--- src/design/lmcc_pkg.sv ---
// Constants and types shared by the logic mode clock control block.
//
// How it works
// RULE1 - Logic clock periods repeat at 1 MHz, counted from the system clock.
// RULE2 - A unit whose enable is low sees locked clocks and holds its state.
// RULE3 - Order: outputs lock, inputs unlock, inputs lock, outputs unlock.
// RULE4 - Master and slave stages never unlock together; guards separate them.
// RULE5 - An enabled unit advances once per period, at outputs unlock.
// RULE6 - Phase clocks toggle in RUN and in STOP step or burst periods, and reach units via enable gates.
// RULE7 - Exactly one of LOAD, RUN or STOP is active at all times.
// RULE8 - STOP holds the master phase clock high so nothing changes.
// RULE9 - LOAD holds the master phase clock high and asserts the load bus.
// RULE10 - In STOP each step press releases exactly one clock period.
// RULE11 - In STOP with burst input high, a step press runs until it drops.
// RULE12 - Two speed buttons select time scales of 1, 10, 100 and 1000.
// RULE13 - A reference timer on the slave phase makes six fixed pulse trains.
// RULE14 - Scaled trains equal fixed ones at X1 and speed up together.
// RULE15 - Each fixed pulse is high for exactly one whole clock period.
// RULE16 - The slowest fixed train is high one period in a million.
// RULE17 - Fixed trains step by decades from one in ten; plus constant one.
// RULE18 - Each scale step picks the train a decade faster, saturating at one.
// RULE19 - Mode changes take effect only at a period boundary.
// RULE20 - Step button is synchronised and debounced; one press, one action.
package lmcc_pkg;

  localparam int unsigned CLK_HZ     = 40_000_000;
  localparam int unsigned CLK_NS     = 25;
  localparam int unsigned LOGIC_HZ   = 1_000_000;
  localparam int unsigned PERIOD_CYC = CLK_HZ / LOGIC_HZ;
  localparam int unsigned GUARD_NS   = 25;
  localparam int unsigned SAMPLE_NS  = 75;
  localparam int unsigned GUARD_CYC  = (GUARD_NS + CLK_NS - 1) / CLK_NS;
  localparam int unsigned SAMPLE_CYC = (SAMPLE_NS + CLK_NS - 1) / CLK_NS;

  localparam logic [5:0] PH_LAST = 6'(PERIOD_CYC - 1);
  localparam logic [5:0] PH_T1   = 6'h00;
  localparam logic [5:0] PH_T2   = 6'(GUARD_CYC);
  localparam logic [5:0] PH_T3   = 6'(GUARD_CYC + SAMPLE_CYC);
  localparam logic [5:0] PH_T4   = 6'(2 * GUARD_CYC + SAMPLE_CYC);

  localparam int unsigned DEBOUNCE_US  = 5000;
  localparam int unsigned DEBOUNCE_CYC = DEBOUNCE_US * (CLK_HZ / 1_000_000);

  localparam int unsigned N_DECADES = 6;
  localparam int unsigned RADIX     = 10;
  localparam int unsigned N_SCALED  = 4;
  localparam int unsigned SCALE_MAX = 3;

  localparam logic [7:0] REG_CTRL    = 8'h00;
  localparam logic [7:0] REG_STATUS  = 8'h04;
  localparam logic [7:0] REG_PERIODS = 8'h08;

  localparam int unsigned CTRL_OVR    = 0;
  localparam int unsigned CTRL_TS_LSB = 1;
  localparam int unsigned CTRL_STEP   = 3;
  localparam logic [2:0]  CTRL_RESET  = 3'h0;

  localparam int unsigned ST_MODE_LSB  = 0;
  localparam int unsigned ST_SCALE_LSB = 3;
  localparam int unsigned ST_BURST     = 5;
  localparam int unsigned ST_PEND      = 6;
  localparam int unsigned ST_RUNNING   = 7;

  typedef enum logic [2:0] {
    MODE_LOAD = 3'b001,
    MODE_RUN  = 3'b010,
    MODE_STOP = 3'b100
  } lmcc_mode_t;

  typedef enum logic [3:0] {
    GATE_IDLE  = 4'b0001,
    GATE_STEP  = 4'b0010,
    GATE_BURST = 4'b0100,
    GATE_RUN   = 4'b1000
  } lmcc_gate_t;

  typedef struct packed {
    logic                  one;
    logic [N_DECADES-1:0]  fixed;
    logic [N_SCALED-1:0]   scaled;
  } lmcc_trains_t;

endpackage : lmcc_pkg

--- src/design/lmcc_debounce.sv ---
// Synchroniser and debouncer that turns a button into one press pulse.
`timescale 1ns/1ps
`default_nettype none
module lmcc_debounce #(
  parameter int unsigned CYCLES = lmcc_pkg::DEBOUNCE_CYC
) (
  // Clock and reset
  input  wire logic clk,
  input  wire logic rst_n,
  // Button and result
  input  wire logic raw,
  output logic      press
);
  localparam int unsigned W = $clog2(CYCLES + 1);

  logic         sync1;
  logic         sync2;
  logic         level;
  logic [W-1:0] cnt;
  logic         settle;

  assign settle = (cnt == W'(CYCLES - 1));

  always_ff @(posedge clk) begin
    if (!rst_n) begin
      sync1 <= 1'b0;
      sync2 <= 1'b0;
    end else begin
      sync1 <= raw;
      sync2 <= sync1;
    end
  end

  // The level changes only after the input has been steady for CYCLES.
  always_ff @(posedge clk) begin
    if (!rst_n) begin
      level <= 1'b0;
      cnt   <= '0;
    end else if (sync2 == level) begin
      cnt <= '0;
    end else if (settle) begin
      level <= sync2; // [RULE20]
      cnt   <= '0;
    end else begin
      cnt <= cnt + W'(1);
    end
  end

  always_ff @(posedge clk) begin
    if (!rst_n) begin
      press <= 1'b0;
    end else begin
      press <= sync2 && !level && settle; // [RULE20]
    end
  end
endmodule : lmcc_debounce
`default_nettype wire

--- src/design/lmcc_decade.sv ---
// One decade stage of the reference timer.
`timescale 1ns/1ps
`default_nettype none
module lmcc_decade #(
  parameter int unsigned RADIX = lmcc_pkg::RADIX
) (
  // Clock and reset
  input  wire logic clk,
  input  wire logic rst_n,
  // Chain
  input  wire logic advance,
  output logic      carry_out,
  output logic      next_zero
);
  localparam int unsigned W = $clog2(RADIX);

  logic [W-1:0] digit;
  logic         wrap;

  assign wrap      = (digit == W'(RADIX - 1));
  assign carry_out = advance && wrap;
  assign next_zero = advance ? wrap : (digit == '0);

  always_ff @(posedge clk) begin
    if (!rst_n) begin
      digit <= '0;
    end else if (advance) begin
      digit <= wrap ? '0 : digit + W'(1); // [RULE17]
    end
  end
endmodule : lmcc_decade
`default_nettype wire

--- src/design/lmcc_top.sv ---
// Logic mode, phase clock and timing pulse generation with an APB slave.
//
// Design decisions made here: the APB slave port and the address map.
`timescale 1ns/1ps
`default_nettype none
module lmcc_top #(
  parameter int unsigned N_UNITS      = 8,
  parameter int unsigned DEBOUNCE_CYC = lmcc_pkg::DEBOUNCE_CYC
) (
  // Clock and reset
  input  wire logic                   clk,
  input  wire logic                   rst_n,
  // APB slave
  input  wire logic [7:0]             paddr,
  input  wire logic                   psel,
  input  wire logic                   penable,
  input  wire logic                   pwrite,
  input  wire logic [31:0]            pwdata,
  output logic [31:0]                 prdata,
  output logic                        pready,
  output logic                        pslverr,
  // Operator panel
  input  wire logic                   load_button,
  input  wire logic                   run_button,
  input  wire logic                   stop_button,
  input  wire logic                   step_button,
  input  wire logic                   speed_tenfold_button,
  input  wire logic                   speed_hundredfold_button,
  input  wire logic                   burst_step_input,
  // Clock distribution
  output logic                        master_phase_clock,
  output logic                        slave_phase_clock,
  output logic                        load_bus,
  // Clocked units
  input  wire logic [N_UNITS-1:0]     unit_enable,
  output logic [N_UNITS-1:0]          unit_master_clock,
  output logic [N_UNITS-1:0]          unit_slave_clock,
  output logic [N_UNITS-1:0]          unit_advance,
  // Timing pulse trains
  output lmcc_pkg::lmcc_trains_t      trains
);
  localparam int unsigned ND = lmcc_pkg::N_DECADES;
  localparam int unsigned NS = lmcc_pkg::N_SCALED;

  lmcc_pkg::lmcc_mode_t mode;
  lmcc_pkg::lmcc_mode_t next_mode;
  lmcc_pkg::lmcc_gate_t gate;
  lmcc_pkg::lmcc_gate_t next_gate;

  logic [5:0]         phase;
  logic               boundary;
  logic               running;
  logic               tick;
  logic               next_master;
  logic               next_slave;
  logic               step_press;
  logic               soft_step;
  logic               step_pend;
  logic [N_UNITS-1:0] en_q;
  logic [1:0]         panel_scale;
  logic [1:0]         next_scale;
  logic [1:0]         scale;
  logic               ts_override;
  logic [1:0]         ts_value;
  logic [31:0]        periods;
  logic [ND-1:0]      carry;
  logic [ND-1:0]      digit_zero;
  logic [ND-1:0]      next_fixed;
  logic [NS-1:0]      next_scaled;
  logic               apb_access;
  logic               apb_wr_ctrl;
  logic               mapped;

  // Period sequencer: one 1 MHz period every PERIOD_CYC system clocks.
  assign boundary = (phase == lmcc_pkg::PH_LAST);
  assign running  = (gate != lmcc_pkg::GATE_IDLE);
  assign tick     = running && (phase == lmcc_pkg::PH_T4);

  always_ff @(posedge clk) begin
    if (!rst_n || boundary) begin
      phase <= 6'h00; // [RULE1]
    end else begin
      phase <= phase + 6'h01;
    end
  end

  // Interlocked mode buttons; LOAD wins, then STOP, then RUN.
  always_comb begin
    next_mode = mode;
    if (load_button) begin
      next_mode = lmcc_pkg::MODE_LOAD;
    end else if (stop_button) begin
      next_mode = lmcc_pkg::MODE_STOP;
    end else if (run_button) begin
      next_mode = lmcc_pkg::MODE_RUN;
    end
  end

  always_ff @(posedge clk) begin
    if (!rst_n) begin
      mode     <= lmcc_pkg::MODE_LOAD;
      load_bus <= 1'b1;
    end else if (boundary) begin
      mode     <= next_mode; // [RULE7] [RULE19]
      load_bus <= (next_mode == lmcc_pkg::MODE_LOAD); // [RULE9]
    end
  end

  // Step button press and software step share one pending flag.
  lmcc_debounce #(
    .CYCLES (DEBOUNCE_CYC)
  ) u_step_debounce (
    .clk   (clk),
    .rst_n (rst_n),
    .raw   (step_button),
    .press (step_press)
  );

  // A press in the boundary cycle survives and is served one period later.
  always_ff @(posedge clk) begin
    if (!rst_n) begin
      step_pend <= 1'b0;
    end else begin
      step_pend <= ((step_press || soft_step)
                    && (mode == lmcc_pkg::MODE_STOP)) // [RULE10]
                   || (step_pend && !boundary);
    end
  end

  // Clock gate decision, taken only at a period boundary.
  always_comb begin
    next_gate = lmcc_pkg::GATE_IDLE;
    case (next_mode)
      lmcc_pkg::MODE_RUN: begin
        next_gate = lmcc_pkg::GATE_RUN; // [RULE6]
      end
      lmcc_pkg::MODE_STOP: begin
        if (gate == lmcc_pkg::GATE_BURST && burst_step_input) begin
          next_gate = lmcc_pkg::GATE_BURST; // [RULE11]
        end else if (step_pend && burst_step_input) begin
          next_gate = lmcc_pkg::GATE_BURST; // [RULE11]
        end else if (step_pend) begin
          next_gate = lmcc_pkg::GATE_STEP; // [RULE10]
        end else begin
          next_gate = lmcc_pkg::GATE_IDLE; // [RULE8]
        end
      end
      default: begin
        next_gate = lmcc_pkg::GATE_IDLE; // [RULE9]
      end
    endcase
  end

  always_ff @(posedge clk) begin
    if (!rst_n) begin
      gate <= lmcc_pkg::GATE_IDLE;
    end else if (boundary) begin
      gate <= next_gate; // [RULE19]
    end
  end

  // Phase clocks: high means the stage is locked.
  assign next_slave  = running && (phase >= lmcc_pkg::PH_T1)
                       && (phase < lmcc_pkg::PH_T4); // [RULE3]
  assign next_master = !(running && (phase >= lmcc_pkg::PH_T2)
                       && (phase < lmcc_pkg::PH_T3)); // [RULE3] [RULE4]

  always_ff @(posedge clk) begin
    if (!rst_n) begin
      master_phase_clock <= 1'b1;
      slave_phase_clock  <= 1'b0;
    end else begin
      master_phase_clock <= next_master;
      slave_phase_clock  <= next_slave;
    end
  end

  // Unit enables are caught at the boundary so a unit sees whole periods.
  always_ff @(posedge clk) begin
    if (!rst_n) begin
      en_q <= '0;
    end else if (boundary) begin
      en_q <= unit_enable; // [RULE2]
    end
  end

  always_ff @(posedge clk) begin
    if (!rst_n) begin
      unit_master_clock <= '1;
      unit_slave_clock  <= '1;
      unit_advance      <= '0;
    end else begin
      unit_master_clock <= {N_UNITS{next_master}} | ~en_q; // [RULE2] [RULE6]
      unit_slave_clock  <= {N_UNITS{next_slave}} | ~en_q; // [RULE2]
      unit_advance      <= {N_UNITS{tick}} & en_q; // [RULE5]
    end
  end

  // Time scale from the two speed buttons, or from software override.
  assign panel_scale = {speed_hundredfold_button,
                        speed_tenfold_button}; // [RULE12]
  assign next_scale  = ts_override ? ts_value : panel_scale;

  always_ff @(posedge clk) begin
    if (!rst_n) begin
      scale <= 2'h0;
    end else if (boundary) begin
      scale <= next_scale;
    end
  end

  // Reference timer, advanced by each slave phase unlock.
  assign carry[0] = tick; // [RULE13]

  for (genvar k = 0; k < ND; k++) begin : g_decade
    if (k < ND - 1) begin : g_mid
      lmcc_decade #(
        .RADIX (lmcc_pkg::RADIX)
      ) u_decade (
        .clk       (clk),
        .rst_n     (rst_n),
        .advance   (carry[k]),
        .carry_out (carry[k+1]),
        .next_zero (digit_zero[k])
      );
    end else begin : g_last
      lmcc_decade #(
        .RADIX (lmcc_pkg::RADIX)
      ) u_decade (
        .clk       (clk),
        .rst_n     (rst_n),
        .advance   (carry[k]),
        .carry_out (),
        .next_zero (digit_zero[k])
      );
    end
  end

  // Train k is high when the k+1 lowest digits are all zero.
  always_comb begin
    next_fixed[0] = digit_zero[0]; // [RULE17]
    for (int k = 1; k < ND; k++) begin
      next_fixed[k] = next_fixed[k-1] && digit_zero[k]; // [RULE16] [RULE17]
    end
  end

  // Scaled train j picks the fixed train scale decades faster.
  always_comb begin
    logic [ND:0] ladder;
    ladder = {next_fixed, 1'b1};
    for (int j = 0; j < NS; j++) begin
      next_scaled[j] = ladder[j + lmcc_pkg::SCALE_MAX
                              - 32'(next_scale)]; // [RULE14] [RULE18]
    end
  end

  // Fixed trains change only with the timer, so each pulse spans a whole period; scaled trains also switch when next_scale does.
  always_ff @(posedge clk) begin
    if (!rst_n) begin
      trains <= '0;
    end else begin
      trains.one    <= 1'b1; // [RULE17]
      trains.fixed  <= next_fixed; // [RULE13] [RULE15]
      trains.scaled <= next_scaled; // [RULE14]
    end
  end

  always_ff @(posedge clk) begin
    if (!rst_n) begin
      periods <= 32'h0000_0000;
    end else if (tick) begin
      periods <= periods + 32'h0000_0001;
    end
  end

  // APB slave with no wait states.
  assign apb_access  = psel && penable;
  assign apb_wr_ctrl = apb_access && pwrite && (paddr == lmcc_pkg::REG_CTRL);
  assign soft_step   = apb_wr_ctrl && pwdata[lmcc_pkg::CTRL_STEP];
  assign pready      = 1'b1;
  assign pslverr     = apb_access && !mapped;

  always_comb begin
    if (paddr == lmcc_pkg::REG_CTRL) begin
      mapped = 1'b1;
    end else if (paddr == lmcc_pkg::REG_STATUS) begin
      mapped = 1'b1;
    end else if (paddr == lmcc_pkg::REG_PERIODS) begin
      mapped = 1'b1;
    end else begin
      mapped = 1'b0;
    end
  end

  always_ff @(posedge clk) begin
    if (!rst_n) begin
      {ts_value, ts_override} <= lmcc_pkg::CTRL_RESET;
    end else if (apb_wr_ctrl) begin
      ts_override <= pwdata[lmcc_pkg::CTRL_OVR];
      ts_value    <= pwdata[lmcc_pkg::CTRL_TS_LSB +: 2];
    end
  end

  // Read data is latched in the setup cycle and held through the access.
  always_ff @(posedge clk) begin
    if (!rst_n) begin
      prdata <= 32'h0000_0000;
    end else if (psel && !penable && !pwrite) begin
      prdata <= 32'h0000_0000;
      if (paddr == lmcc_pkg::REG_CTRL) begin
        prdata[lmcc_pkg::CTRL_OVR]         <= ts_override;
        prdata[lmcc_pkg::CTRL_TS_LSB +: 2] <= ts_value;
      end else if (paddr == lmcc_pkg::REG_STATUS) begin
        prdata[lmcc_pkg::ST_MODE_LSB +: 3]  <= mode;
        prdata[lmcc_pkg::ST_SCALE_LSB +: 2] <= scale;
        prdata[lmcc_pkg::ST_BURST] <= (gate == lmcc_pkg::GATE_BURST);
        prdata[lmcc_pkg::ST_PEND]           <= step_pend;
        prdata[lmcc_pkg::ST_RUNNING]        <= running;
      end else if (paddr == lmcc_pkg::REG_PERIODS) begin
        prdata <= periods;
      end
    end
  end
endmodule : lmcc_top
`default_nettype wire

--- config.mk ---
export PLATFORM = sky130hd
export DESIGN_NAME = lmcc_top
export DESIGN_NICKNAME = d
export VERILOG_FILES = /design/src/design/lmcc_pkg.sv /design/src/design/lmcc_debounce.sv /design/src/design/lmcc_decade.sv /design/src/design/lmcc_top.sv
export SDC_FILE = /design/constraint.sdc
export NUM_CORES = 1
export LEC_CHECK = 0
export BUFFER_PORTS_ARGS = -buffer_cell sky130_fd_sc_hd__buf_2
export CAP_MARGIN = 20
export CORE_UTILIZATION = 58
export CTS_BUF_LIST = sky130_fd_sc_hd__clkbuf_8
export CTS_CLUSTER_SIZE = 16
export DETAILED_ROUTE_END_ITERATION = 8
export PLACE_DENSITY = 0.82
export SKIP_LAST_GASP = 1
export SYNTH_ARGS = -nofsm -noshare
export SYNTH_HDL_FRONTEND = slang
export SYNTH_SLANG_ARGS = --single-unit
--- constraint.sdc ---
create_clock -name clk -period 2.2 [get_ports clk]
set_input_delay 0.11 -clock clk [delete_from_list [all_inputs] [get_ports clk]]
set_output_delay 0.11 -clock clk [all_outputs]
set_load 0.02 [all_outputs]
==> impl.org <==
** Power and ir drop
- In this run switching power makes up 22.7% of total power.
- Switching power of the nets :: 1.28 mW
- Seq pwr share :: 56.6%
- Internal cell power :: around 4.4 mW
- The worst-case IR drop observed on VDD is between 600 and 700 µV.
- For this design the ratio of total power to cell area is 641 nW/µm².
- Clock group share of total power :: just under 40%
- Logic pwr share :: 4.3%
- The analysis attributes to cell leakage a power of between 3 and 4 nW.

** Synthesis
- Of all cell types, the one taking the most synthesized area is sky130_fd_sc_hd__dfxtp_1.
- The Yosys step of the flow raised 0 warnings.
- For this run, the leading register cell type out of synthesis is sky130_fd_sc_hd__dfxtp_1.
- Count of flip-flops with a built-in enable after synthesis :: 0
- The share of the Yosys chip area taken by registers is a little under half.
- Gate count of the mapped netlist :: 808
- The synthesized design contains 175 register bits.
- Largest cells by area after synthesis :: sky130_fd_sc_hd__dfxtp_1 47%, sky130_fd_sc_hd__nor2b_1 4.9%, sky130_fd_sc_hd__nand2_1 4.0%
- The netlist uses 62 different library cells.
- Post-synthesis net count :: 876
- A synthesized cell averages 9.13 µm².
- Post-synth ARST share :: 0%
- Post-Syn Area :: 7380 µm²
- Area share of the leading cell type in the synthesized netlist :: 47.5%

** Run
- Number of max-cap violations :: 0

** Floorplan
- Placeable Area :: approximately 12000 µm²
- Die Footprint :: 13200 µm²
- The floorplan step set the die width to 115 µm.
- Number of top-level pins :: 132
- Std cell rows :: 40
- Die H :: 115 µm
- Once the floorplan was initialized, standard cells occupied 60.4% of the core.

** Global route
- Entering global routing, the biggest net connects 72 pins.
- Global routing usage summed across all routing layers :: 24.9%
- Number of global-route vias before repair :: 5694
- After global routing the overflow that remains totals 0.
- The first global-routing pass estimated 25900 µm of wire.
- The number of antenna violations at the first check in global routing came to 0.

** Worst setup path
- The most critical setup path has its startpoint at phase[1]$_SDFF_PP0_.
- Arrival time at the worst endpoint :: 2470 ps
- CP endpoint kind :: flop
- Data on the critical path is required at its endpoint by 2600 ps.
- The critical path is of the reg -> reg type.
- In this run the worst path has a maximum fanout of 5.
- Reg2Reg Launch Point :: phase[1]$_SDFF_PP0_
- Crit start category :: flop

** Finish
- The area growth from synthesis to layout is 19.3%.
- In the final layout, the multi-input gates occupy 3710 µm².
- Register Area :: around 3500 µm²
- The final layout contains 1009 nets.
- Diodes inserted :: 0
- Of the cells placed in the final design, the portion with a size suffix greater than 1 is 19.8%.
- Utilization after layout :: 72.0%
- # fillers :: 935

** Timing
- After routing, the total negative slack on setup checks comes to 0 ps.
- Timing would allow up to 0.483 GHz.
- Once routing completed, OpenROAD measured the worst setup slack at 131 ps.
- Setup repair after global routing left no endpoint under its margin.
- Dividing the final minimum period by the clock period gives 94.1%.
- Between clock sinks in the finished design, the worst skew comes to about 15 ps.
- Final min period :: 2070 ps
- The number of hold violations in the final report is 0.
- At the pin with the least slew margin, the transition time is 616 ps.
- The total count of max-transition violations in the final report came to 0.
- Worst slew margin :: 57.7%
- Final setup fails :: 0

** Route
- The first detailed-routing pass ran for 8 iterations.
- Vias after detailed routing :: between 6k and 7k
- DRC violation count after routing :: 0
- The first routing iteration left 462 violations.
- The detail route stage leaves a number of antenna-violating nets equal to 0.
- The final layout contains routed wiring with a total length of 15700 µm.
- Vias per cell :: 5.47
- Average wire per cell in the routed design :: 14.0 µm

** Placement
- Input and output buffers added on the ports amount to 102.
- Before CTS, the worst setup slack after placement is 67.8 ps.
- The HPWL after detailed placement is 10800 µm.
- The congestion estimate from routability-driven global placement came to 0.834.

** CTS
- CTS H-tree lvls :: 4
- TritonCTS built the clock tree.
- CTS max path bufs :: 2
- TritonCTS sink count :: 175
- Clock edge transition at the registers on the reported setup and hold paths :: 90 ps
- The later pin in the worst-skew pair is clocked with a latency of around 470 ps.
- Number of buffers created by CTS :: 17
- CTS placed an instance of sky130_fd_sc_hd__clkbuf_8 at the clock tree root.

** Worst hold path
- In this run the most critical hold path is launched from rst_n.
- The path class of the tightest hold or removal check is in -> reg.

** Run status
- Status :: complete, no violations
==> layer usage <==
metal / vias to the layer above / wire length (µm) / global-route usage [%]
li1: 3068 / - / -
met1: 2902 / 7180 / 30.5
met2: 141 / 7530 / 41.9
met3: 30 / 695 / 5.75
met4: 0 / 339 / 10.8
met5: - / 0 / 0
==> critical path, cell delays in order, from the launching register on <==
cell,delay (ps)
sky130_fd_sc_hd__dfxtp_1,330
sky130_fd_sc_hd__inv_1,80
sky130_fd_sc_hd__ha_1,230
sky130_fd_sc_hd__and3_1,190
sky130_fd_sc_hd__nand4_1,220
sky130_fd_sc_hd__nor2_1,300
sky130_fd_sc_hd__nand2_1,150
sky130_fd_sc_hd__or3_1,360
sky130_fd_sc_hd__a21boi_0,150
==> synthesized netlist by cell type, types with 2 or more instances <==
library cell,number
sky130_fd_sc_hd__xor2_1,25
sky130_fd_sc_hd__o21ai_0,31
sky130_fd_sc_hd__ha_1,8
sky130_fd_sc_hd__o211ai_1,2
sky130_fd_sc_hd__a32oi_1,2
sky130_fd_sc_hd__and4_1,6
sky130_fd_sc_hd__and2_1,46
sky130_fd_sc_hd__a22oi_1,34
sky130_fd_sc_hd__nand4_1,17
sky130_fd_sc_hd__a21boi_0,24
sky130_fd_sc_hd__nor2_1,53
sky130_fd_sc_hd__inv_1,18
sky130_fd_sc_hd__nor2b_1,58
sky130_fd_sc_hd__buf_2,5
sky130_fd_sc_hd__or3_1,13
sky130_fd_sc_hd__nor4_1,7
sky130_fd_sc_hd__xnor2_1,31
sky130_fd_sc_hd__o211a_1,2
sky130_fd_sc_hd__a21boi_1,2
sky130_fd_sc_hd__nor4b_1,2
sky130_fd_sc_hd__a22o_1,2
sky130_fd_sc_hd__nor3b_1,6
sky130_fd_sc_hd__nand3_1,35
sky130_fd_sc_hd__dfxtp_1,175
sky130_fd_sc_hd__and3_1,21
sky130_fd_sc_hd__and3_4,2
sky130_fd_sc_hd__nor3_1,12
sky130_fd_sc_hd__nand2_1,78
sky130_fd_sc_hd__and4bb_2,4
sky130_fd_sc_hd__mux2i_1,9
sky130_fd_sc_hd__nand2b_1,2
sky130_fd_sc_hd__o31ai_1,3
sky130_fd_sc_hd__a21oi_1,17
sky130_fd_sc_hd__clkbuf_1,28
==> flip-flops by register name, summed over array words and instances, names as in the netlist, 2 cells and up <==
signal                          cells
unit_master_clock                   8
trains                             11
g_decade.g_last.u_decade.digit      4
scale                               2
ts_value                            2
en_q                                8
prdata                             32
unit_slave_clock                    8
gate                                4
mode                                3
u_step_debounce.cnt                18
unit_advance                        8
g_decade.g_mid.u_decade.digit      20
phase                               6
periods                            32
==> repair_timing <==
| action | 4_1_cts | 5_1_grt |
|---|---|---|
| setup buffers | 0 | 2 |
| hold buffers | 16 | 0 |
| setup endpoints to repair | 0 | 14 |
| endpoints found under the hold margin | 20 | 0 |
| resized for setup | 0 | 12 |
==> path summary, 6_finish.rpt <==
check	to	slack, ps	cells past startpoint
worst min-delay path	trains[10]$_DFF_P_	50	1
worst min register to register	unit_master_clock[1]$_SDFF_PN1_	410	1
worst max register to register	periods[15]$_SDFFE_PN0N_	130	8
worst max-delay path	periods[15]$_SDFFE_PN0N_	130	8
==> layout make-up <==
class / instances / share of cell area (%)
Clock inverter: 13 / 1.56
Clock buffer: 19 / 2.97
Timing Repair Buffer: 148 / 10.3
Sequential cell: 175 / 39.8
Inverter: 18 / 0.768
Multi-Input combinational cell: 581 / 42.2
Tap cell: 168 / 2.39
==> cells in the final DEF, fill, tap and decap left out, drive strengths merged, types with 3 or more instances in the layout <==
| master | synthesis | layout |
|---|---|---|
| a22oi | 34 | 34 |
| mux2i | 9 | 9 |
| clkinv | 0 | 3 |
| ha | 8 | 8 |
| nor4 | 9 | 9 |
| nand2 | 78 | 78 |
| nand3 | 36 | 36 |
| o31ai | 3 | 3 |
| clkinvlp | 0 | 3 |
| and4bb | 4 | 4 |
| clkbuf | 28 | 19 |
| dfxtp | 175 | 175 |
| dlygate4sd3 | 0 | 16 |
| nor2 | 54 | 54 |
| and4 | 6 | 6 |
| and3 | 23 | 23 |
| inv | 18 | 23 |
| nor3 | 14 | 14 |
| xor2 | 25 | 25 |
| a21boi | 26 | 26 |
| and2 | 46 | 46 |
| o21ai | 33 | 33 |
| nor3b | 6 | 6 |
| buf | 6 | 132 |
| a21oi | 17 | 17 |
| xnor2 | 31 | 31 |
| or3 | 13 | 13 |
| nor2b | 58 | 58 |
| nand4 | 17 | 17 |
==> stage by stage <==
stage / hold slack, ps / cell area (µm²) / std cells / power, mW
finish: 46.8 / 8800 / 1122 / 5.64
global route: 19.8 / 8800 / 1122 / 5.85
CTS: 13.3 / 8740 / 1120 / 5.68
detailed placement: 322 / 8180 / 1072 / 3.48
global placement: 324 / 8180 / 1072 / 3.48
floorplan: 138 / 7380 / 808 / 3.40
==> cell families after synthesis <==
logic type,synth area share [%]
AO/OA/AOI/OAI,12.0
XOR/XNOR,6.65
adder cells (fa/ha/maj),1.36
buffers and inverters,2.78
flip-flops,47.5
multiplexers,1.37
other,0.0508
AND/OR/NAND/NOR,28.3
==> power by group through the flow <==
stage	Sequential (mW)	Clock [mW]	Combinational [mW]
2_1_floorplan	3.28	0	0.114
3_3_place_gp	3.27	0	0.217
3_5_place_dp	3.27	0	0.218
4_1_cts	3.19	2.25	0.241
5_1_grt	3.19	2.39	0.265
6_report	3.19	2.21	0.244
(Power assumes the default switching activity.)
